File: src/verilog/tcsc_params.svh
// Constants of the timer compare status control block: offsets, field
// positions, reset values and widths.
// Assumes inclusion by bare name from the package, the top module and the bench.
`ifndef TCSC_PARAMS_SVH
`define TCSC_PARAMS_SVH

// ==========================================================================
// Widths
`define TCSC_AW 8
`define TCSC_DW 8
`define TCSC_NCH 2
`define TCSC_NIRQ 6

// ==========================================================================
// Register offsets: channel blocks at 8'h00 and 8'h08, word index in [2:0]
`define TCSC_CH_SEL_BIT 3
`define TCSC_OFS_STATUS 3'h0
`define TCSC_OFS_CTRL 3'h1
`define TCSC_OFS_COUNT 3'h2
`define TCSC_OFS_CMPA 3'h3
`define TCSC_OFS_CMPB 3'h4
`define TCSC_OFS_IRQ_STAT 8'h10
`define TCSC_OFS_IRQ_MASK 8'h11

// ==========================================================================
// Status/control register fields
`define TCSC_BIT_FLAG_B 7
`define TCSC_BIT_FLAG_A 6
`define TCSC_BIT_FLAG_OV 5
`define TCSC_BIT_TRIG 4
`define TCSC_ACT_B_MSB 3
`define TCSC_ACT_B_LSB 2
`define TCSC_ACT_A_MSB 1
`define TCSC_ACT_A_LSB 0

// Control register fields
`define TCSC_BIT_OVERFLOW_IRQ_ENABLE 5
`define TCSC_CLR_MSB 4
`define TCSC_CLR_LSB 3

// ==========================================================================
// Reset values
`define TCSC_RST_RSV_B4 1'b1
`define TCSC_RST_CMP 8'hff
`define TCSC_RST_CNT 8'h00
`define TCSC_CNT_MAX 8'hff

`endif

File: src/verilog/tcsc_pkg.sv
// Types shared by the timer compare status control block.
// Assumes tcsc_params.svh is on the include path.
`include "tcsc_params.svh"

package tcsc_pkg;

    // ======================================================================
    // Pin action on a compare match
    typedef enum logic [1:0] {
        TCSC_ACT_KEEP = 2'h0,
        TCSC_ACT_LOW = 2'h1,
        TCSC_ACT_HIGH = 2'h2,
        TCSC_ACT_TOGGLE = 2'h3
    } tcsc_act_e;

    // Counter clear source
    typedef enum logic [1:0] {
        TCSC_CLR_NONE = 2'h0,
        TCSC_CLR_MATCH_A = 2'h1,
        TCSC_CLR_MATCH_B = 2'h2,
        TCSC_CLR_EXT = 2'h3
    } tcsc_clr_e;

    // ======================================================================
    // One channel's software-visible state; flags and armed are {b, a, ov}
    typedef struct packed {
        logic [`TCSC_DW-1:0] cmp_a;
        logic [`TCSC_DW-1:0] cmp_b;
        logic [2:0] flags;
        logic [2:0] armed;
        tcsc_act_e act_b;
        tcsc_act_e act_a;
        logic trig_en;
        logic overflow_irq_enable;
        tcsc_clr_e clr_sel;
        logic pin;
    } tcsc_chan_s;

    // Whole state of the top module
    typedef struct packed {
        tcsc_chan_s [`TCSC_NCH-1:0] ch;
        logic [`TCSC_NIRQ-1:0] irq_stat;
        logic [`TCSC_NIRQ-1:0] irq_mask;
        logic adc_req;
        logic [`TCSC_DW-1:0] rdata;
    } tcsc_state_s;

endpackage

File: src/verilog/tcsc_sync.sv
// Two-flop synchroniser for asynchronous pin levels.
// Assumes the inputs are levels that stay put for at least two clocks.
`timescale 1ns/1ps

module tcsc_sync #(
    parameter int W = 1
) (
    // System
    input wire logic clk,
    input wire logic reset,
    // Levels
    input wire logic [W-1:0] async_in,
    output logic [W-1:0] sync_out
);

    typedef struct packed {
        logic [W-1:0] meta;
        logic [W-1:0] stable;
    } tcsc_sync_s;

    tcsc_sync_s s_q;
    tcsc_sync_s s_d;

    // ======================================================================
    // Elaboration check
    if (W < 1) begin : g_bad_w
        $error("tcsc_sync: W must be at least 1");
    end

    // Next state: first flop is read only by the second
    always_comb begin
        s_d.meta = async_in;
        s_d.stable = s_q.meta;
    end

    // State register
    always_ff @(posedge clk) begin
        if (reset) begin
            s_q <= '0;
        end else begin
            s_q <= s_d;
        end
    end

    assign sync_out = s_q.stable;

endmodule

File: src/verilog/tcsc_counter.sv
// Up counter of one timer channel with clear select and match detection.
// Assumes count_tick and load come from logic on clk; ext_rst is synchronised.
`timescale 1ns/1ps

module tcsc_counter import tcsc_pkg::*; #(
    parameter int CNT_W = 8
) (
    // System
    input wire logic clk,
    input wire logic reset,
    // Control
    input wire logic count_tick,
    input wire logic ext_rst,
    input tcsc_clr_e clr_sel,
    input wire logic [CNT_W-1:0] cmp_a,
    input wire logic [CNT_W-1:0] cmp_b,
    // Software load
    input wire logic load,
    input wire logic [CNT_W-1:0] load_val,
    // Results
    output logic [CNT_W-1:0] count,
    output logic [2:0] events
);

    typedef struct packed {
        logic [CNT_W-1:0] cnt;
        logic [2:0] ev;
        logic ext_prev;
    } tcsc_cnt_s;

    tcsc_cnt_s s_q;
    tcsc_cnt_s s_d;

    // ======================================================================
    // Elaboration check
    if (CNT_W < 2) begin : g_bad_w
        $error("tcsc_counter: CNT_W must be at least 2");
    end

    // Next state: load, external clear, then counting
    always_comb begin
        s_d = s_q;
        s_d.ev = 3'h0;
        s_d.ext_prev = ext_rst;
        if (load) begin
            s_d.cnt = load_val;
        end else if (clr_sel == TCSC_CLR_EXT && ext_rst && !s_q.ext_prev) begin
            s_d.cnt = '0;
        end else if (count_tick) begin
            if ((clr_sel == TCSC_CLR_MATCH_A && s_q.cnt == cmp_a) ||
                (clr_sel == TCSC_CLR_MATCH_B && s_q.cnt == cmp_b)) begin
                s_d.cnt = '0;
            end else begin
                s_d.cnt = s_q.cnt + 1'b1;
                s_d.ev[0] = &s_q.cnt;
            end
            s_d.ev[1] = (s_d.cnt == cmp_a);
            s_d.ev[2] = (s_d.cnt == cmp_b);
        end
    end

    // State register
    always_ff @(posedge clk) begin
        if (reset) begin
            s_q <= '0;
        end else begin
            s_q <= s_d;
        end
    end

    assign count = s_q.cnt;
    assign events = s_q.ev;

    // ======================================================================
    // Checks
    property p_clear_on_a;
        @(posedge clk) disable iff (reset)
        (!load && count_tick && clr_sel == TCSC_CLR_MATCH_A && s_q.cnt == cmp_a &&
         !(ext_rst && !s_q.ext_prev && clr_sel == TCSC_CLR_EXT)) |=> (s_q.cnt == '0);
    endproperty
    a_clear_on_a: assert property (p_clear_on_a)
        else $error("counter not cleared on match A");

endmodule

File: src/verilog/tcsc_top.sv
// Timer compare status control: flags, pin actions, conversion trigger,
// counters and interrupts of two 8-bit timer channels.
// Assumes count ticks come from a prescaler on clk and the external counter
// reset pins are asynchronous.
//
// The plain strobed port and the register addresses were decided locally.
`timescale 1ns/1ps
`include "tcsc_params.svh"

module tcsc_top import tcsc_pkg::*; (
    // System
    input wire logic clk,
    input wire logic reset,
    // Register port
    input wire logic [`TCSC_AW-1:0] reg_addr,
    input wire logic [`TCSC_DW-1:0] reg_wdata,
    input wire logic reg_wr,
    input wire logic reg_rd,
    output logic [`TCSC_DW-1:0] reg_rdata,
    // Counter time base, one-cycle ticks on clk
    input wire logic [`TCSC_NCH-1:0] count_tick,
    // External counter reset pins
    input wire logic [`TCSC_NCH-1:0] ext_counter_reset,
    // Timer output pins
    output logic timer0_output_pin,
    output logic timer1_output_pin,
    // Requests
    output logic adc_start_req,
    output logic [`TCSC_NCH-1:0] overflow_irq_request,
    output logic irq
);

    tcsc_state_s s_q;
    tcsc_state_s s_d;

    logic [`TCSC_NCH-1:0] ext_rst_sync;
    logic [`TCSC_NCH-1:0] hit_ch;
    logic [`TCSC_NCH-1:0] wr_status;
    logic [`TCSC_NCH-1:0] rd_status;
    logic [`TCSC_NCH-1:0][`TCSC_DW-1:0] count;
    logic [`TCSC_NCH-1:0][2:0] events;

    // ======================================================================
    // Pin action on a match
    function automatic logic pin_next(input tcsc_act_e act, input logic cur);
        logic nxt;
        nxt = cur;
        case (act)
            TCSC_ACT_KEEP: nxt = cur;
            TCSC_ACT_LOW: nxt = 1'b0;
            TCSC_ACT_HIGH: nxt = 1'b1;
            TCSC_ACT_TOGGLE: nxt = ~cur;
            default: nxt = cur;
        endcase
        return nxt;
    endfunction

    // ======================================================================
    // Synchronise the external counter reset pins
    tcsc_sync #(
        .W(`TCSC_NCH)
    ) u_sync (
        .clk(clk),
        .reset(reset),
        .async_in(ext_counter_reset),
        .sync_out(ext_rst_sync)
    );

    // ======================================================================
    // Per-channel decode and counter
    for (genvar g = 0; g < `TCSC_NCH; g++) begin : g_ch
        // Channel block select and status access strobes
        assign hit_ch[g] = (reg_addr[`TCSC_AW-1:`TCSC_CH_SEL_BIT+1] == '0) &&
                           (reg_addr[`TCSC_CH_SEL_BIT] == 1'(g));
        assign wr_status[g] = reg_wr && hit_ch[g] &&
                              reg_addr[`TCSC_CH_SEL_BIT-1:0] == `TCSC_OFS_STATUS;
        assign rd_status[g] = reg_rd && hit_ch[g] &&
                              reg_addr[`TCSC_CH_SEL_BIT-1:0] == `TCSC_OFS_STATUS;

        tcsc_counter #(
            .CNT_W(`TCSC_DW)
        ) u_cnt (
            .clk(clk),
            .reset(reset),
            .count_tick(count_tick[g]),
            .ext_rst(ext_rst_sync[g]),
            .clr_sel(s_q.ch[g].clr_sel),
            .cmp_a(s_q.ch[g].cmp_a),
            .cmp_b(s_q.ch[g].cmp_b),
            .load(reg_wr && hit_ch[g] &&
                  reg_addr[`TCSC_CH_SEL_BIT-1:0] == `TCSC_OFS_COUNT),
            .load_val(reg_wdata),
            .count(count[g]),
            .events(events[g])
        );
    end

    // ======================================================================
    // Next state
    always_comb begin
        s_d = s_q;
        s_d.rdata = '0;
        s_d.adc_req = 1'b0;

        for (int c = 0; c < `TCSC_NCH; c++) begin
            // Read of status arms every flag seen as one
            if (rd_status[c]) begin
                s_d.ch[c].armed = s_q.ch[c].armed | s_q.ch[c].flags;
            end

            // Status write: clear armed flags written zero, ones ignored
            if (wr_status[c]) begin
                for (int k = 0; k < 3; k++) begin
                    if (!reg_wdata[`TCSC_BIT_FLAG_OV + k] && s_q.ch[c].armed[k]) begin
                        s_d.ch[c].flags[k] = 1'b0;
                    end
                end
                s_d.ch[c].armed = 3'h0;
                s_d.ch[c].act_b = tcsc_act_e'(reg_wdata[`TCSC_ACT_B_MSB:`TCSC_ACT_B_LSB]);
                s_d.ch[c].act_a = tcsc_act_e'(reg_wdata[`TCSC_ACT_A_MSB:`TCSC_ACT_A_LSB]);
                if (c == 0) begin
                    s_d.ch[c].trig_en = reg_wdata[`TCSC_BIT_TRIG];
                end
            end

            // Events set flags after any clear, so the set wins
            s_d.ch[c].flags = s_d.ch[c].flags | events[c];

            // Other channel registers
            if (reg_wr && hit_ch[c]) begin
                case (reg_addr[`TCSC_CH_SEL_BIT-1:0])
                    `TCSC_OFS_CTRL: begin
                        s_d.ch[c].overflow_irq_enable = reg_wdata[`TCSC_BIT_OVERFLOW_IRQ_ENABLE];
                        s_d.ch[c].clr_sel =
                            tcsc_clr_e'(reg_wdata[`TCSC_CLR_MSB:`TCSC_CLR_LSB]);
                    end
                    `TCSC_OFS_CMPA: s_d.ch[c].cmp_a = reg_wdata;
                    `TCSC_OFS_CMPB: s_d.ch[c].cmp_b = reg_wdata;
                    default: ;
                endcase
            end

            // Pin action: match A first, match B applied last to the result of A
            if (events[c][1]) begin
                s_d.ch[c].pin = pin_next(s_q.ch[c].act_a, s_q.ch[c].pin);
            end
            if (events[c][2]) begin
                s_d.ch[c].pin = pin_next(s_q.ch[c].act_b, s_d.ch[c].pin);
            end

            // Read data for this channel
            if (reg_rd && hit_ch[c]) begin
                case (reg_addr[`TCSC_CH_SEL_BIT-1:0])
                    `TCSC_OFS_STATUS: begin
                        s_d.rdata[`TCSC_BIT_FLAG_B:`TCSC_BIT_FLAG_OV] = s_q.ch[c].flags;
                        s_d.rdata[`TCSC_BIT_TRIG] =
                            (c == 0) ? s_q.ch[c].trig_en : `TCSC_RST_RSV_B4;
                        s_d.rdata[`TCSC_ACT_B_MSB:`TCSC_ACT_B_LSB] = s_q.ch[c].act_b;
                        s_d.rdata[`TCSC_ACT_A_MSB:`TCSC_ACT_A_LSB] = s_q.ch[c].act_a;
                    end
                    `TCSC_OFS_CTRL: begin
                        s_d.rdata[`TCSC_BIT_OVERFLOW_IRQ_ENABLE] = s_q.ch[c].overflow_irq_enable;
                        s_d.rdata[`TCSC_CLR_MSB:`TCSC_CLR_LSB] = s_q.ch[c].clr_sel;
                    end
                    `TCSC_OFS_COUNT: s_d.rdata = count[c];
                    `TCSC_OFS_CMPA: s_d.rdata = s_q.ch[c].cmp_a;
                    `TCSC_OFS_CMPB: s_d.rdata = s_q.ch[c].cmp_b;
                    default: s_d.rdata = '0;
                endcase
            end
        end

        // Conversion start pulse from channel 0 match A
        s_d.adc_req = events[0][1] && s_q.ch[0].trig_en;

        // Interrupt status: write one clears, new events win
        if (reg_wr && reg_addr == `TCSC_OFS_IRQ_STAT) begin
            s_d.irq_stat = s_q.irq_stat & ~reg_wdata[`TCSC_NIRQ-1:0];
        end
        s_d.irq_stat = s_d.irq_stat | {events[1], events[0]};
        if (reg_wr && reg_addr == `TCSC_OFS_IRQ_MASK) begin
            s_d.irq_mask = reg_wdata[`TCSC_NIRQ-1:0];
        end
        if (reg_rd && reg_addr == `TCSC_OFS_IRQ_STAT) begin
            s_d.rdata = {2'h0, s_q.irq_stat};
        end
        if (reg_rd && reg_addr == `TCSC_OFS_IRQ_MASK) begin
            s_d.rdata = {2'h0, s_q.irq_mask};
        end
    end

    // ======================================================================
    // State register
    always_ff @(posedge clk) begin
        if (reset) begin
            s_q <= '0;
            for (int c = 0; c < `TCSC_NCH; c++) begin
                s_q.ch[c].cmp_a <= `TCSC_RST_CMP;
                s_q.ch[c].cmp_b <= `TCSC_RST_CMP;
            end
        end else begin
            s_q <= s_d;
        end
    end

    // ======================================================================
    // Outputs
    assign reg_rdata = s_q.rdata;
    assign timer0_output_pin = s_q.ch[0].pin;
    assign timer1_output_pin = s_q.ch[1].pin;
    assign adc_start_req = s_q.adc_req;
    assign irq = |(s_q.irq_stat & s_q.irq_mask);
    // Overflow request levels
    assign overflow_irq_request[0] = s_q.ch[0].flags[0] && s_q.ch[0].overflow_irq_enable;
    assign overflow_irq_request[1] = s_q.ch[1].flags[0] && s_q.ch[1].overflow_irq_enable;

    // ======================================================================
    // Checks
    property p_flag_b_set;
        @(posedge clk) disable iff (reset)
        events[0][2] && count[0] == s_q.ch[0].cmp_b |=> s_q.ch[0].flags[2];
    endproperty
    a_flag_b_set: assert property (p_flag_b_set)
        else $error("match B flag not set");

    property p_flag_a_set;
        @(posedge clk) disable iff (reset)
        events[0][1] |-> count[0] == s_q.ch[0].cmp_a ##1 s_q.ch[0].flags[1];
    endproperty
    a_flag_a_set: assert property (p_flag_a_set)
        else $error("match A flag not set");

    property p_ov_set;
        @(posedge clk) disable iff (reset)
        events[0][0] |-> count[0] == `TCSC_RST_CNT ##1 s_q.ch[0].flags[0];
    endproperty
    a_ov_set: assert property (p_ov_set)
        else $error("overflow flag not set after wrap");

    property p_clear_needs_read;
        @(posedge clk) disable iff (reset)
        $fell(s_q.ch[0].flags[1]) |->
            $past(wr_status[0] && !reg_wdata[`TCSC_BIT_FLAG_A] && s_q.ch[0].armed[1]);
    endproperty
    a_clear_needs_read: assert property (p_clear_needs_read)
        else $error("flag cleared without read-then-zero-write");

    property p_write_one_ignored;
        @(posedge clk) disable iff (reset)
        wr_status[0] && reg_wdata[`TCSC_BIT_FLAG_B] && !s_q.ch[0].flags[2] &&
            !events[0][2] |=> !s_q.ch[0].flags[2];
    endproperty
    a_write_one_ignored: assert property (p_write_one_ignored)
        else $error("writing one set a flag");

    property p_adc_req;
        @(posedge clk) disable iff (reset)
        adc_start_req |-> $past(events[0][1] && s_q.ch[0].trig_en);
    endproperty
    a_adc_req: assert property (p_adc_req)
        else $error("conversion start without enabled match A");

    property p_rsv_reads_one;
        @(posedge clk) disable iff (reset)
        rd_status[1] |=> reg_rdata[`TCSC_BIT_TRIG];
    endproperty
    a_rsv_reads_one: assert property (p_rsv_reads_one)
        else $error("reserved bit read as zero");

    property p_pin_low_on_b;
        @(posedge clk) disable iff (reset)
        events[0][2] && s_q.ch[0].act_b == TCSC_ACT_LOW |=> !timer0_output_pin;
    endproperty
    a_pin_low_on_b: assert property (p_pin_low_on_b)
        else $error("pin not driven low on match B");

    property p_pin_toggle_on_a;
        @(posedge clk) disable iff (reset)
        events[1][1] && !events[1][2] && s_q.ch[1].act_a == TCSC_ACT_TOGGLE |=>
            timer1_output_pin != $past(timer1_output_pin);
    endproperty
    a_pin_toggle_on_a: assert property (p_pin_toggle_on_a)
        else $error("pin not toggled on match A");

    property p_ch1_flag_b;
        @(posedge clk) disable iff (reset)
        events[1][2] |=> s_q.ch[1].flags[2] ##1 s_q.ch[0].flags[2] == $past(s_q.ch[0].flags[2])
            || $past(events[0][2]) || $past(wr_status[0]);
    endproperty
    a_ch1_flag_b: assert property (p_ch1_flag_b)
        else $error("channel 1 match B flag not independent");

    property p_ovf_request;
        @(posedge clk) disable iff (reset)
        events[0][0] && s_q.ch[0].overflow_irq_enable && !(reg_wr && hit_ch[0]) |=>
            overflow_irq_request[0];
    endproperty
    a_ovf_request: assert property (p_ovf_request)
        else $error("overflow request missing");

    property p_set_wins;
        @(posedge clk) disable iff (reset)
        wr_status[0] && !reg_wdata[`TCSC_BIT_FLAG_OV] && events[0][0] |=>
            s_q.ch[0].flags[0];
    endproperty
    a_set_wins: assert property (p_set_wins)
        else $error("flag event lost to clearing write");

    property p_clear_armed;
        @(posedge clk) disable iff (reset)
        wr_status[1] && !reg_wdata[`TCSC_BIT_FLAG_B] && s_q.ch[1].armed[2] &&
            !events[1][2] |=> !s_q.ch[1].flags[2];
    endproperty
    a_clear_armed: assert property (p_clear_armed)
        else $error("armed flag not cleared by zero write");

    property p_pin_high_on_a;
        @(posedge clk) disable iff (reset)
        events[0][1] && !events[0][2] && s_q.ch[0].act_a == TCSC_ACT_HIGH |=>
            timer0_output_pin;
    endproperty
    a_pin_high_on_a: assert property (p_pin_high_on_a)
        else $error("pin not driven high on match A");

    property p_irq_stat_set;
        @(posedge clk) disable iff (reset)
        events[0][0] |=> s_q.irq_stat[0];
    endproperty
    a_irq_stat_set: assert property (p_irq_stat_set)
        else $error("overflow event missing from interrupt status");

    property p_rdata_idle;
        @(posedge clk) disable iff (reset)
        !reg_rd |=> reg_rdata == '0;
    endproperty
    a_rdata_idle: assert property (p_rdata_idle)
        else $error("read data not idle after a cycle without read");

endmodule

File: config.mk
export PLATFORM = sky130hd
export DESIGN_NAME = tcsc_top
export DESIGN_NICKNAME = d
export VERILOG_FILES = /design/src/verilog/tcsc_pkg.sv /design/src/verilog/tcsc_sync.sv /design/src/verilog/tcsc_counter.sv /design/src/verilog/tcsc_top.sv
export VERILOG_INCLUDE_DIRS = /design/src /design/src/verilog
export SDC_FILE = /design/constraint.sdc
export NUM_CORES = 1
export LEC_CHECK = 0
export ABC_AREA = 1
export BUFFER_PORTS_ARGS = -buffer_cell sky130_fd_sc_hd__buf_2
export CORE_ASPECT_RATIO = 1.5
export CORE_MARGIN = 2
export CORE_UTILIZATION = 61
export CTS_CLUSTER_SIZE = 16
export DETAILED_ROUTE_END_ITERATION = 7
export PLACE_DENSITY = 0.83
export SYNTH_ARGS = -nofsm -noshare
export SYNTH_HDL_FRONTEND = slang
export SYNTH_SLANG_ARGS = --single-unit
File: constraint.sdc
create_clock -name clk -period 1.8 [get_ports clk]
set_input_delay 0.27 -clock clk [delete_from_list [all_inputs] [get_ports clk]]
set_output_delay 0.27 -clock clk [all_outputs]
set_load 0.05 [all_outputs]
# Yosys cells after proc, flatten, opt, wreduce, memory -nomap -nowiden
# Cells that the tools add are included.
# word_totals
ff_bits	110
inputBits	24
wordCells	192
# op_classes
addsub	2
n_eq_ne	32
muxes	45
n_bitwise	15
n_reduce_logical	64
# ops
cell	count
two-way mux 8 bit	14
equality test 8 bit	8
one-hot mux 3 bit (5 select lines)	3
logical AND 1 bit	33
two-way mux 11 bit	3
equality test 2 bit (second input constant)	12
two-way mux 6 bit	3
adder 8 x 1 -> 8 bit (second input constant)	2
equality test 8 x 5 -> 1 bit (second input constant)	2
one-hot mux 1 bit (4 select lines)	4
AND reduction 8 bit	2
AND 6 bit	2
equality test 2 x 1 -> 1 bit (second input constant)	6
two-way mux 1 bit	12
bitwise OR 3 bit	4
one-hot mux 3 bit (4 select lines)	1
AND reduction 2 bit	6
two-way mux 10 bit	1
one-hot mux 2 bit (5 select lines)	1
OR reduction 5 bit	2
logical NOT 2 bit	4
one-hot mux 2 bit (4 select lines)	1
OR reduction 4 bit	2
NOT 1 bit	7
other kinds (14)	23

# Longest topological paths before layout
# Gate-level depths: netlist of run 1.
# depth
word_depth	11
mapped_depth	14

# By module
# A second synthesis of run 1 with hierarchy kept.
# hier_totals
hier_cells	1027
hier_area_um2	7004.2
# modules_own_cells
module	instances	cells_each	area_per_inst_um2
tcsc_top	1	529	3983.8
tcsc_counter	2	243	1455.1
tcsc_sync	1	12	110.1

# Worst setup path before layout of run 1
# Ideal clock, no wire load.
# synth_path
path_type	reg2reg
from	register g_ch[1].u_cnt.s_q, in the netlist g_ch[1].u_cnt.count[0]
to	register g_ch[1].u_cnt.s_q, in the netlist g_ch[1].u_cnt.events[1]
setup_ns	0.064
arrival_time_ns	1.492
required_time_ns	1.736
setup_slack_ns	0.244
stages_incl_launch_ff	14
synth_period_minus_slack_ns	1.556
cell_sequence	dfxtp_1 > ha_1 > nand3_1 > nor2_1 > nand2_1 > nand2_1 > nand2_1 > inv_1 > nand3_1 > nand2_1 > nand2_1 > nor2_1 > nand3_1 > nor2_1
# synth_via
elab_chain_cells	8
elab_cells_between_ends	11
cone_classes	add/sub (1); eq/ne (3); mux (4); reduce/logical (3)
# synth_lines
item	line_no	text
start: declaration	tcsc_counter.sv:31	tcsc_cnt_s s_q;
start signal: assignment	tcsc_counter.sv:65	s_q <= '0;
start signal: assignment	tcsc_counter.sv:67	s_q <= s_d;
parallel branches: the longest is 3 deep, another holds adder 8 x 1 -> 8 bit	-	
two-way mux 8 bit (*)	tcsc_counter.sv:50	if ((clr_sel == TCSC_CLR_MATCH_A && s_q.cnt == cmp_a) ||
two-way mux 8 bit (*)	tcsc_counter.sv:49	end else if (count_tick) begin
two-way mux 8 bit (*)	tcsc_counter.sv:47	end else if (clr_sel == TCSC_CLR_EXT && ext_rst && !s_q.ext_prev) begin
two-way mux 8 bit (*)	tcsc_counter.sv:45	if (load) begin
equality test 8 bit (*)	tcsc_counter.sv:57	s_d.ev[1] = (s_d.cnt == cmp_a);
# Mark *: on every way between the ends. The select of a mux whose other input is x is not followed.
# A chain may end at the register's enable or synchronous reset.

# Worst setup path in the final report of run 1
# layout_path
from	register s_q[81] (netlist name)
to	register g_ch[1].u_cnt.s_q, in the netlist g_ch[1].u_cnt.events[1]
# layout_via
elab_chain_cells	8
# layout_lines
item	line_no
equality test 8 bit	tcsc_counter.sv:50
logical AND 1 bit	tcsc_counter.sv:50
logical OR 1 bit	tcsc_counter.sv:50
two-way mux 8 bit	tcsc_counter.sv:50
two-way mux 8 bit	tcsc_counter.sv:49
two-way mux 8 bit	tcsc_counter.sv:47
two-way mux 8 bit	tcsc_counter.sv:45
equality test 8 bit (*)	tcsc_counter.sv:57
# Every way passes the cells marked *; elsewhere a longest branch is shown, timed or not. The select of a mux whose other input is x is not followed.

==> qor.yml, run 1 <==
status: "complete, but fails checks"
violations: "negative setup slack"
synth_edf_count: 0
syn_area_um2: 6300
grt_pass1_wl_um: 34300
place_ws_ns: -0.123
overflow: 0
ir_drop_mv: 0.625
drive_gt1_share_pct: 23.5
grt_pass1_vias: 6671
avgRoutedWirePerCell_um: 19.7
fin_crit_sh_pct: 100
rr_worst_depth: 11
ys_seq_area_share_pct: 35.0
placeableCoreArea_um2: 10100
postLayoutCoreUtil_pct: 75.9
clock_latency_ns: 0.36
critical_path_class: "register to register"
slew-limit-headroom_pct: 71.8
synth_compound_area_share_pct: 18.7
vias: 7245
p_per_area_nw_per_um2: 675
hold_viol: 0
synthXorXnorAreaFrac_pct: 3.62
portBuffers: 37
path_max_fanout: 13
synth_top_family_by_area: "simple AND/OR/NAND/NOR gates"
rows: 45
clkSlewWorstSetupHoldPaths_ns: 0.08
synthCells: 944
slowest_stage: "dfxtp_1"
total_power_mw: 5.16
dpl.hpwl_um: 16400
routed_wl_um: 22900
cp.required_ns: 2.09
numCtsBuffers: 9
maxSlewViolCount: 0
vias_per_cell: 6.22
hold_buffers: 0
layout_setup_ws_ns: -0.00667
p_int_mw: 3.68
hold_ws_ns: 0.114
antenna_found_initial: 0
cts_tree: "built"
drc: 0
p_comb_share_pct: 13.1
max_freq_mhz: 554
clock_skew_ns: 0.00708
hold_start: "ext_counter_reset[0]"
synth_cell_types: 40
sequentialPowerShare_pct: 48.9
syn2layout_area_growth_pct: 21.5
postSynthAreaPerCell_um2: 6.67
crit_arrival_ns: 2.09
r2r_slack_ns: -0.007
clkSinkCount: 110
timing.final.crit_period_ns: 1.81
crit_family: "simple AND/OR/NAND/NOR gates"
drv_cap: 0
ys_warn_count: 0
r2r_end: "g_ch[1].u_cnt.events[1]$_SDFF_PP0_"
nets: 1069
hold_path.class: "input port to register"
cts_root_buf: "clkbuf_16"
placed_cells: 1139
dr.first_iter.drc_count: 807
place_area_um2: 7070
dr.pass1.iters: 7
ys.flop_type: "dfxtp_1"
leakage_nw: 3.49
swShare_pct: 28.7
htree_levels: 3
grt.total_usage_pct: 40.4
crit_start: "s_q[81]$_SDFFE_PP1P_"
synthesis.nets: 970
fin_cells: 1164
async_flop_share_pct: 0
cp_slowest_stage_delay_ns: 0.38
die_y_um: 128
yosys.area_share.simple_pct: 30.3
timing.critical_path.buf_inv: 2
initial_core_util_pct: 62.5
finalSetupViolCount: 1
ys_seq_elements: 110
synthMuxAreaShare_pct: 0
grt_max_degree: 52
worstMarginPinSlew_ns: 0.419
final_common_cell: "nand2_1"
num_antenna_cells: 0
final_cell_mix: "223 x nand2_1, 110 x inv_1, 94 x buf_4"
final_area_um2: 7650
dieArea_um2: 11200
min_to: "u_sync.s_d[0]$_SDFF_PP0_"
clkPwrFrac_pct: 38.0
power.switching_mw: 1.48
startpoint_type: "register"
tns_ns: -0.00667
place_congestion: 1.04
critPathCaptureType: "register"
clk_path_buf_depth: 2
fp.dieW_um: 87.0
ant_nets: 0
rr_startpoint: "s_q[81]$_SDFFE_PP1P_"
grt_setup_unrepaired: "yes"
crit_chain: "xnor2_1 -> nand2_1 -> nor2_1 -> nand3_2 -> buf_8 -> buf_4 -> nand4_1 -> nand2_1 -> nor2_1 -> nand3_1 -> nor2_2"
io_pins: 38
hold_depth: 3
synthAdderAreaFrac_pct: 0.397
## power groups by stage
stage | combinational [mW] | clock [mW] | sequential, mW
final | 0.676 | 1.96 | 2.53
after global routing | 0.722 | 2.04 | 2.53
after CTS | 0.617 | 1.95 | 2.52
after detailed placement | 0.609 | 0 | 2.57
after global placement | 0.602 | 0 | 2.57
after floorplan | 0.392 | 0 | 2.54
## state kept, by name, summed over array words and instances (netlist names)
register	flops
g_ch.u_cnt.s_q	2
s_q	71
g_ch.u_cnt.events	6
reg_rdata	8
timer1_output_pin	1
g_ch.u_cnt.count	16
timer0_output_pin	1
u_sync.s_d	2
u_sync.sync_out	2
adc_start_req	1
## area by class of cell
class,instances,area (µm²)
clock buffer,9,225
sequential,110,2250
tap,117,146
multi-input combinational,655,3490
clock inverter,6,55.1
timing repair buffer,139,1000
fill,790,2430
inverter,128,483
## kinds of logic (layout without fill, tap and decap cells)
family / after synthesis / count (layout)
buffers and inverters: 179 / 282
xor gates and xnor gates: 26 / 26
adders and majority gates: 2 / 2
AOI/OAI and AO/OA: 197 / 197
DFF: 110 / 110
and+or+nand+nor: 430 / 430
## repair_timing
item | 4_1_cts | 5_1_grt
hold endpoints to repair | 0 | 0
gates cloned | 0 | 1
pin swaps | 2 | 19
endpoints found under the setup margin | 4 | 6
gates resized for setup | 16 | 71
setup buffers | 1 | 8
## synthesized netlist by cell type (all sizes together), types with 2 or more instances
cell / instances / area share (%)
dfxtp: 110 / 35
nor3: 4 / 0.32
nand3: 71 / 6.2
a21oi: 49 / 3.9
clkbuf: 17 / 1.1
nor4b: 2 / 0.28
nand4: 26 / 2.6
nor4: 4 / 0.64
o211ai: 33 / 3.9
o22ai: 18 / 1.8
o221ai: 3 / 0.42
nor2: 91 / 6.1
buf: 34 / 3.3
a311oi: 2 / 0.28
nand2: 232 / 14
o21ai: 62 / 4.9
o31ai: 3 / 0.36
o2111ai: 5 / 0.70
a31oi: 16 / 1.6
a41oi: 2 / 0.28
xor2: 10 / 1.4
ha: 2 / 0.40
xnor2: 16 / 2.2
inv: 128 / 7.6
## worst max-delay path by stage
stage	end	slack, ns	depth (start not counted)
3_3_place_gp	g_ch[0].u_cnt.events[1]$_SDFF_PP0_	-0.09	13
3_5_place_dp	g_ch[0].u_cnt.events[1]$_SDFF_PP0_	-0.12	13
5_1_grt	g_ch[1].u_cnt.events[1]$_SDFF_PP0_	-0.05	11
6_report	g_ch[1].u_cnt.events[1]$_SDFF_PP0_	-0.007	11
4_1_cts	g_ch[1].u_cnt.events[1]$_SDFF_PP0_	0.004	11
2_1_floorplan	g_ch[1].u_cnt.events[1]$_SDFF_PP0_	0.24	13
## metal layers
| metal | share of wire, % | global-route usage, % |
|---|---|---|
| met4 | 9.1 | 31.7 |
| met5 | 0 | 0 |
| met2 | 48 | 68.5 |
| met3 | 8.3 | 5.26 |
| met1 | 34 | 44.5 |
## worst min-delay path: stages
cell	delay [ns]
buf_2	0.07
inv_1	0.03
nor2_1	0.06
No activity file was read; power rests on OpenSTA's default activity.
==> run 2: changes to the inputs <==
Settings changed: CORE_UTILIZATION 61 to 60, PLACE_DENSITY 0.83 to 0.82.
==> run 2 against run 1 <==
Net effect:
- the flow still finishes with violations (negative setup slack)
- power up 0.37%
- hold slack lost 0.0018 ns
- clock skew up 0.0018 ns
- first-iteration DRC count down 8.6%
- flip-flop and latch count did not move
- register-to-register slack about the same
- sequential power barely moved
- clock-buffer cell count did not move
- largest power group unchanged
==> qor.yml, run 2 (same netlist as run 1, synthesis figures left out) <==
clkSinkCount: 110  # unchanged
routed_wl_um: 22700  # -0.89%
avgRoutedWirePerCell_um: 19.1  # -2.8%
cp_slowest_stage_delay_ns: 0.35  # -0.03 ns
crit_arrival_ns: 2.09  # about the same
largest_register: "s_q"
top_layer: "met4"
ir_drop_mv: 0.529  # -15%
hold_path.class: "input port to register"
max_freq_mhz: 555  # +0.18%
num_antenna_cells: 0  # unchanged
drive_gt1_share_pct: 22.9  # -0.55 points
placeableCoreArea_um2: 10200  # +1.1%
dpl.hpwl_um: 16300  # -0.77%
dr.pass1.iters: 6  # -1
leakage_nw: 3.52  # +1.0%
status: "complete, but fails checks"
rows: 45  # unchanged
final_cell_mix: "225 x nand2_1, 114 x inv_1, 93 x buf_4"
grt_max_degree: 46  # -12%
drv_cap: 0  # unchanged
ant_nets: 0  # unchanged
syn2layout_area_growth_pct: 23.2
route.met2.wl_um: 11100  # about the same
violations: "negative setup slack"
finalSetupViolCount: 1  # unchanged
crit_top_cell: "nor2_2"
io_pins: 38  # unchanged
grt_setup_unrepaired: "yes"
hold_buffers: 0  # unchanged
wl_met3_um: 1900  # +0.53%
hold_ws_ns: 0.112  # -0.00181 ns
fp.dieW_um: 87.6  # +0.79%
nets: 1068  # -0.094%
clk_path_buf_depth: 2  # unchanged
cp.required_ns: 2.09  # about the same
clock_latency_ns: 0.35  # about the same
numCtsBuffers: 9  # unchanged
critical_path_class: "register to register"
crit_family: "simple AND/OR/NAND/NOR gates"
worstMarginPinSlew_ns: 0.510  # +0.0904 ns
grt.total_usage_pct: 39.1  # -1.2 points
met1_length_um: 7780  # -1.1%
grt_pass1_wl_um: 33400  # -2.6%
slowest_stage: "dfxtp_2"
critPathCaptureType: "register"
largest_reg_flops: 71  # unchanged
final_common_cell: "nand2_1"
vias: 7154  # -1.3%
timing.final.crit_period_ns: 1.80  # -0.00332 ns
p_per_area_nw_per_um2: 668  # -1.0%
drc: 0  # unchanged
clkSlewWorstSetupHoldPaths_ns: 0.08  # about the same
initial_core_util_pct: 61.8  # -0.69 points
slew-limit-headroom_pct: 65.7  # -6.1 points
cts_tree: "built"
fin_crit_sh_pct: 100  # -0.18 points
portBuffers: 37  # unchanged
die_y_um: 129  # +0.81%
place_congestion: 1.06  # +1.2%
maxSlewViolCount: 0  # unchanged
dr.first_iter.drc_count: 738  # -8.6%
final_area_um2: 7760  # +1.4%
timing.critical_path.buf_inv: 2  # unchanged
cts_root_buf: "clkbuf_16"
dieArea_um2: 11300  # +1.6%
crit_chain: "inv_1 -> nor2_2 -> nor2_1 -> nand2_1 -> nor2_2 -> nand3_4 -> buf_12 -> nand4_1 -> nand2_1 -> nor2_2 -> nand3_1 -> nor2_1"
hold_viol: 0  # unchanged
overflow: 0  # unchanged
htree_levels: 3  # unchanged
vias_per_cell: 6.03  # -3.2%
grt_pass1_vias: 6500  # -2.6%
startpoint_type: "register"
place_area_um2: 7070  # unchanged
clock_skew_ns: 0.00884  # +0.00175 ns
path_max_fanout: 7  # -6
layout_setup_ws_ns: -0.00335  # +0.00332 ns
antenna_found_initial: 0  # unchanged
[run 2: changes by cell type in the layout (fill, tap and decap cells not counted), moves of 2 or more]
cell	previous run	this run
dfxtp_1	87	91
inv_1	110	114
nand3_2	11	7
nand3_4	2	6
dfxtp_4	9	6
inv_2	17	14
nand2_2	7	4
xnor2_1	14	11
xnor2_2	2	5
buf_6	3	1
nand2_1	223	225
nor2_4	7	9
[run 2: power breakdown]
part	internal, mW	total, mW	switching, mW
Combinational	0.269	0.702	0.433
Clock	0.961	1.96	0.995
Sequential	2.47	2.52	0.0579
Total	3.70	5.18	1.49
[run 2: repair_timing]
action,in CTS,in global routing
gates cloned,0,2
pin swaps,1,19
buffers inserted,1,10
endpoints found under the setup margin,13,12
endpoints found under the hold margin,0,0
resized for setup,19,64
[run 2: tightest hold or removal path, stage by stage]
cell    delay [ns]
buf_2         0.07
inv_1         0.03
nor2_1        0.06
[run 2: layout make-up]
| cell class | count | area, µm² |
|---|---|---|
| multi-input combinational | 656 | 3570 |
| clock inverter | 6 | 53.8 |
| sequential | 110 | 2240 |
| timing repair buffer | 137 | 1010 |
| inverter | 128 | 480 |
| fill | 816 | 2430 |
| tap | 141 | 176 |
| clock buffer | 9 | 225 |
[run 2: per-stage QoR]
step                utilization (%)  worst slack (ns)  total power, mW  std cells   TNS, ns
floorplan                         -             0.244             2.93        944         0
global placement               69.4            -0.143             3.18       1159    -0.444
detailed placement             69.4            -0.166             3.19       1159    -0.630
CTS                            72.7            0.0211             5.11       1175         0
global route                   76.1            -0.149             5.32       1187    -0.311
finish                         76.1          -0.00335             5.18       1187  -0.00335
[run 2: per-layer routing]
layer / vias to the layer above / GRT usage (%)
li1: 3322 / -
met1: 3253 / 41.8
met2: 438 / 67.3
met3: 141 / 6.69
met4: 0 / 29.8
met5: - / 0
[run 2: worst paths after layout]
path	cells after the start	to	startpoint	slack, ns
max	12	g_ch[1].u_cnt.events[1]$_SDFF_PP0_	s_q[74]$_SDFFE_PP1P_	-0.003
min	3	u_sync.s_d[0]$_SDFF_PP0_	ext_counter_reset[0]	0.11
max reg2reg	12	g_ch[1].u_cnt.events[1]$_SDFF_PP0_	s_q[74]$_SDFFE_PP1P_	-0.003
min reg2reg	2	u_sync.sync_out[1]$_SDFF_PP0_	u_sync.s_d[1]$_SDFF_PP0_	0.42
==> run 3: changes to the inputs <==
Settings changed: CTS_BUF_LIST from default to sky130_fd_sc_hd__clkbuf_4.
==> run 3 against run 2 <==
Net effect:
- the run still ends with negative setup slack left
- sequential power barely moved
- power fell by 14%
- clock skew rose by 0.010 ns
- worst setup slack got worse by 0.045 ns
- register-to-register slack barely moved
- cell count rose by 0.67%
- non-clock buffer count rose by 7
- cell area fell by 0.98%
- critical path type is now register to output pin
- highest routed layer unchanged
==> qor.yml, run 3 (same netlist as run 1, synthesis figures left out) <==
fin_crit_sh_pct: 103  # +2.5 points
drc: 0  # unchanged
max_freq_mhz: 541  # -2.5%
ir_drop_mv: 0.444  # -16%
layout_setup_ws_ns: -0.0487  # -0.0454 ns
clk_path_buf_depth: 2  # unchanged
hold_ws_ns: 0.0978  # -0.0146 ns
grt_max_degree: 46  # unchanged
final_common_cell: "nand2_1"
violations: "negative setup slack"
drv_cap: 0  # unchanged
status: "complete, but fails checks"
fp.dieW_um: 87.6  # unchanged
avgRoutedWirePerCell_um: 18.9  # -1.2%
hold_path.class: "input port to register"
rr_worst_depth: 12  # unchanged
dieArea_um2: 11300  # unchanged
critical_path_class: "register to output pin"
rows: 45  # unchanged
leakage_nw: 3.49  # -0.85%
clock_latency_ns: 0.51  # +0.16 ns
htree_levels: 3  # unchanged
slew-limit-headroom_pct: 65.5  # -0.24 points
timing.final.crit_period_ns: 1.85  # +0.0454 ns
syn2layout_area_growth_pct: 22.0
total_power_mw: 4.47  # -14%
place_congestion: 1.06  # unchanged
grt_setup_unrepaired: "yes"
routed_wl_um: 22600  # -0.52%
tns_ns: -0.0487  # -0.0454 ns
numCtsBuffers: 9  # unchanged
crit_arrival_ns: 1.58  # -0.51 ns
clock_skew_ns: 0.0193  # +0.0104 ns
dpl.hpwl_um: 16300  # unchanged
p_per_area_nw_per_um2: 582  # -13%
place_ws_ns: -0.166  # unchanged
grt_pass1_wl_um: 33200  # -0.78%
hold_viol: 0  # unchanged
portBuffers: 37  # unchanged
placeableCoreArea_um2: 10200  # unchanged
cts_tree: "built"
vias: 7156  # +0.028%
overflow: 0  # unchanged
critPathCaptureType: "output pin"
grt.total_usage_pct: 39.0  # -0.10 points
ant_nets: 0  # unchanged
die_y_um: 129  # unchanged
vias_per_cell: 5.99  # -0.64%
nets: 1075  # +0.66%
dr.first_iter.drc_count: 856  # +16%
startpoint_type: "register"
final_cell_mix: "224 x nand2_1, 111 x inv_1, 96 x buf_4"
cts_root_buf: "clkbuf_4"
hold_depth: 3  # unchanged
antenna_found_initial: 1  # +1
r2r_slack_ns: 0  # about the same
path_max_fanout: 3  # -4
largest_register: "s_q"
grt_pass1_vias: 6375  # -1.9%
postLayoutCoreUtil_pct: 75.4  # -0.75 points
initial_core_util_pct: 61.8  # unchanged
clkSlewWorstSetupHoldPaths_ns: 0.19  # +0.11 ns
dr.pass1.iters: 6  # unchanged
finalSetupViolCount: 1  # unchanged
io_pins: 38  # unchanged
worstMarginPinSlew_ns: 0.513  # +0.00357 ns
clkSinkCount: 110  # unchanged
maxSlewViolCount: 0  # unchanged
largest_reg_flops: 71  # unchanged
drive_gt1_share_pct: 23.6  # +0.70 points
cp.required_ns: 1.53  # -0.56 ns
-- run 3: worst max-delay path, cell delays in order (launching register included) --
cell and delay (ns):
dfxtp_2 0.36, inv_2 0.08, o22ai_2 0.10, a221oi_2 0.22, nand3_1 0.13, buf_6 0.18
-- run 3: what timing repair did --
item | CTS | global route
hold buffers | 2 | 0
hold endpoints to repair | 2 | 0
setup endpoints to repair | 13 | 13
resized for setup | 24 | 65
setup buffers | 3 | 12
gates cloned | 0 | 3
pin swaps | 2 | 28
-- run 3: per-stage QoR --
| stage | cell area [µm²] | cells |
|---|---|---|
| 4_1_cts | 7310 | 1179 |
| 3_5_place_dp | 7070 | 1159 |
| 3_3_place_gp | 7070 | 1159 |
| 2_1_floorplan | 6300 | 944 |
| 5_1_grt | 7680 | 1195 |
| 6_report | 7680 | 1195 |
-- run 3: cell type report --
cell class	count	area, µm²
inverter	128	484
fill	817	2510
clock inverter	6	53.8
sequential	110	2250
antenna	1	2.50
multi-input combinational	656	3550
tap	141	176
timing repair buffer	144	1090
clock buffer	9	67.6
-- run 3: routing by layer --
metal / GRT usage [%] / vias to the layer above / wire length (µm)
met5: 0 / - / 0
met4: 28.1 / 0 / 2050
met3: 6.56 / 143 / 1790
met2: 67.2 / 472 / 11000
met1: 42.4 / 3201 / 7800
li1: - / 3340 / -
-- run 3: power breakdown --
group	switching [mW]	internal [mW]	leakage, nW
Sequential	0.0566	2.47	0.899
Clock	0.930	0.302	0.0638
Combinational	0.429	0.280	2.53
-- run 3: final timing paths --
| path | startpoint | endpoint |
|---|---|---|
| min reg2reg | u_sync.s_d[1]$_SDFF_PP0_ | u_sync.sync_out[1]$_SDFF_PP0_ |
| max | s_q[12]$_SDFFE_PP0P_ | irq |
| max reg2reg | g_ch[0].u_cnt.count[0]$_SDFFE_PP0P_ | g_ch[0].u_cnt.events[2]$_SDFF_PP0_ |
| min | reg_wdata[2] | g_ch[1].u_cnt.count[2]$_SDFFE_PP0P_ |
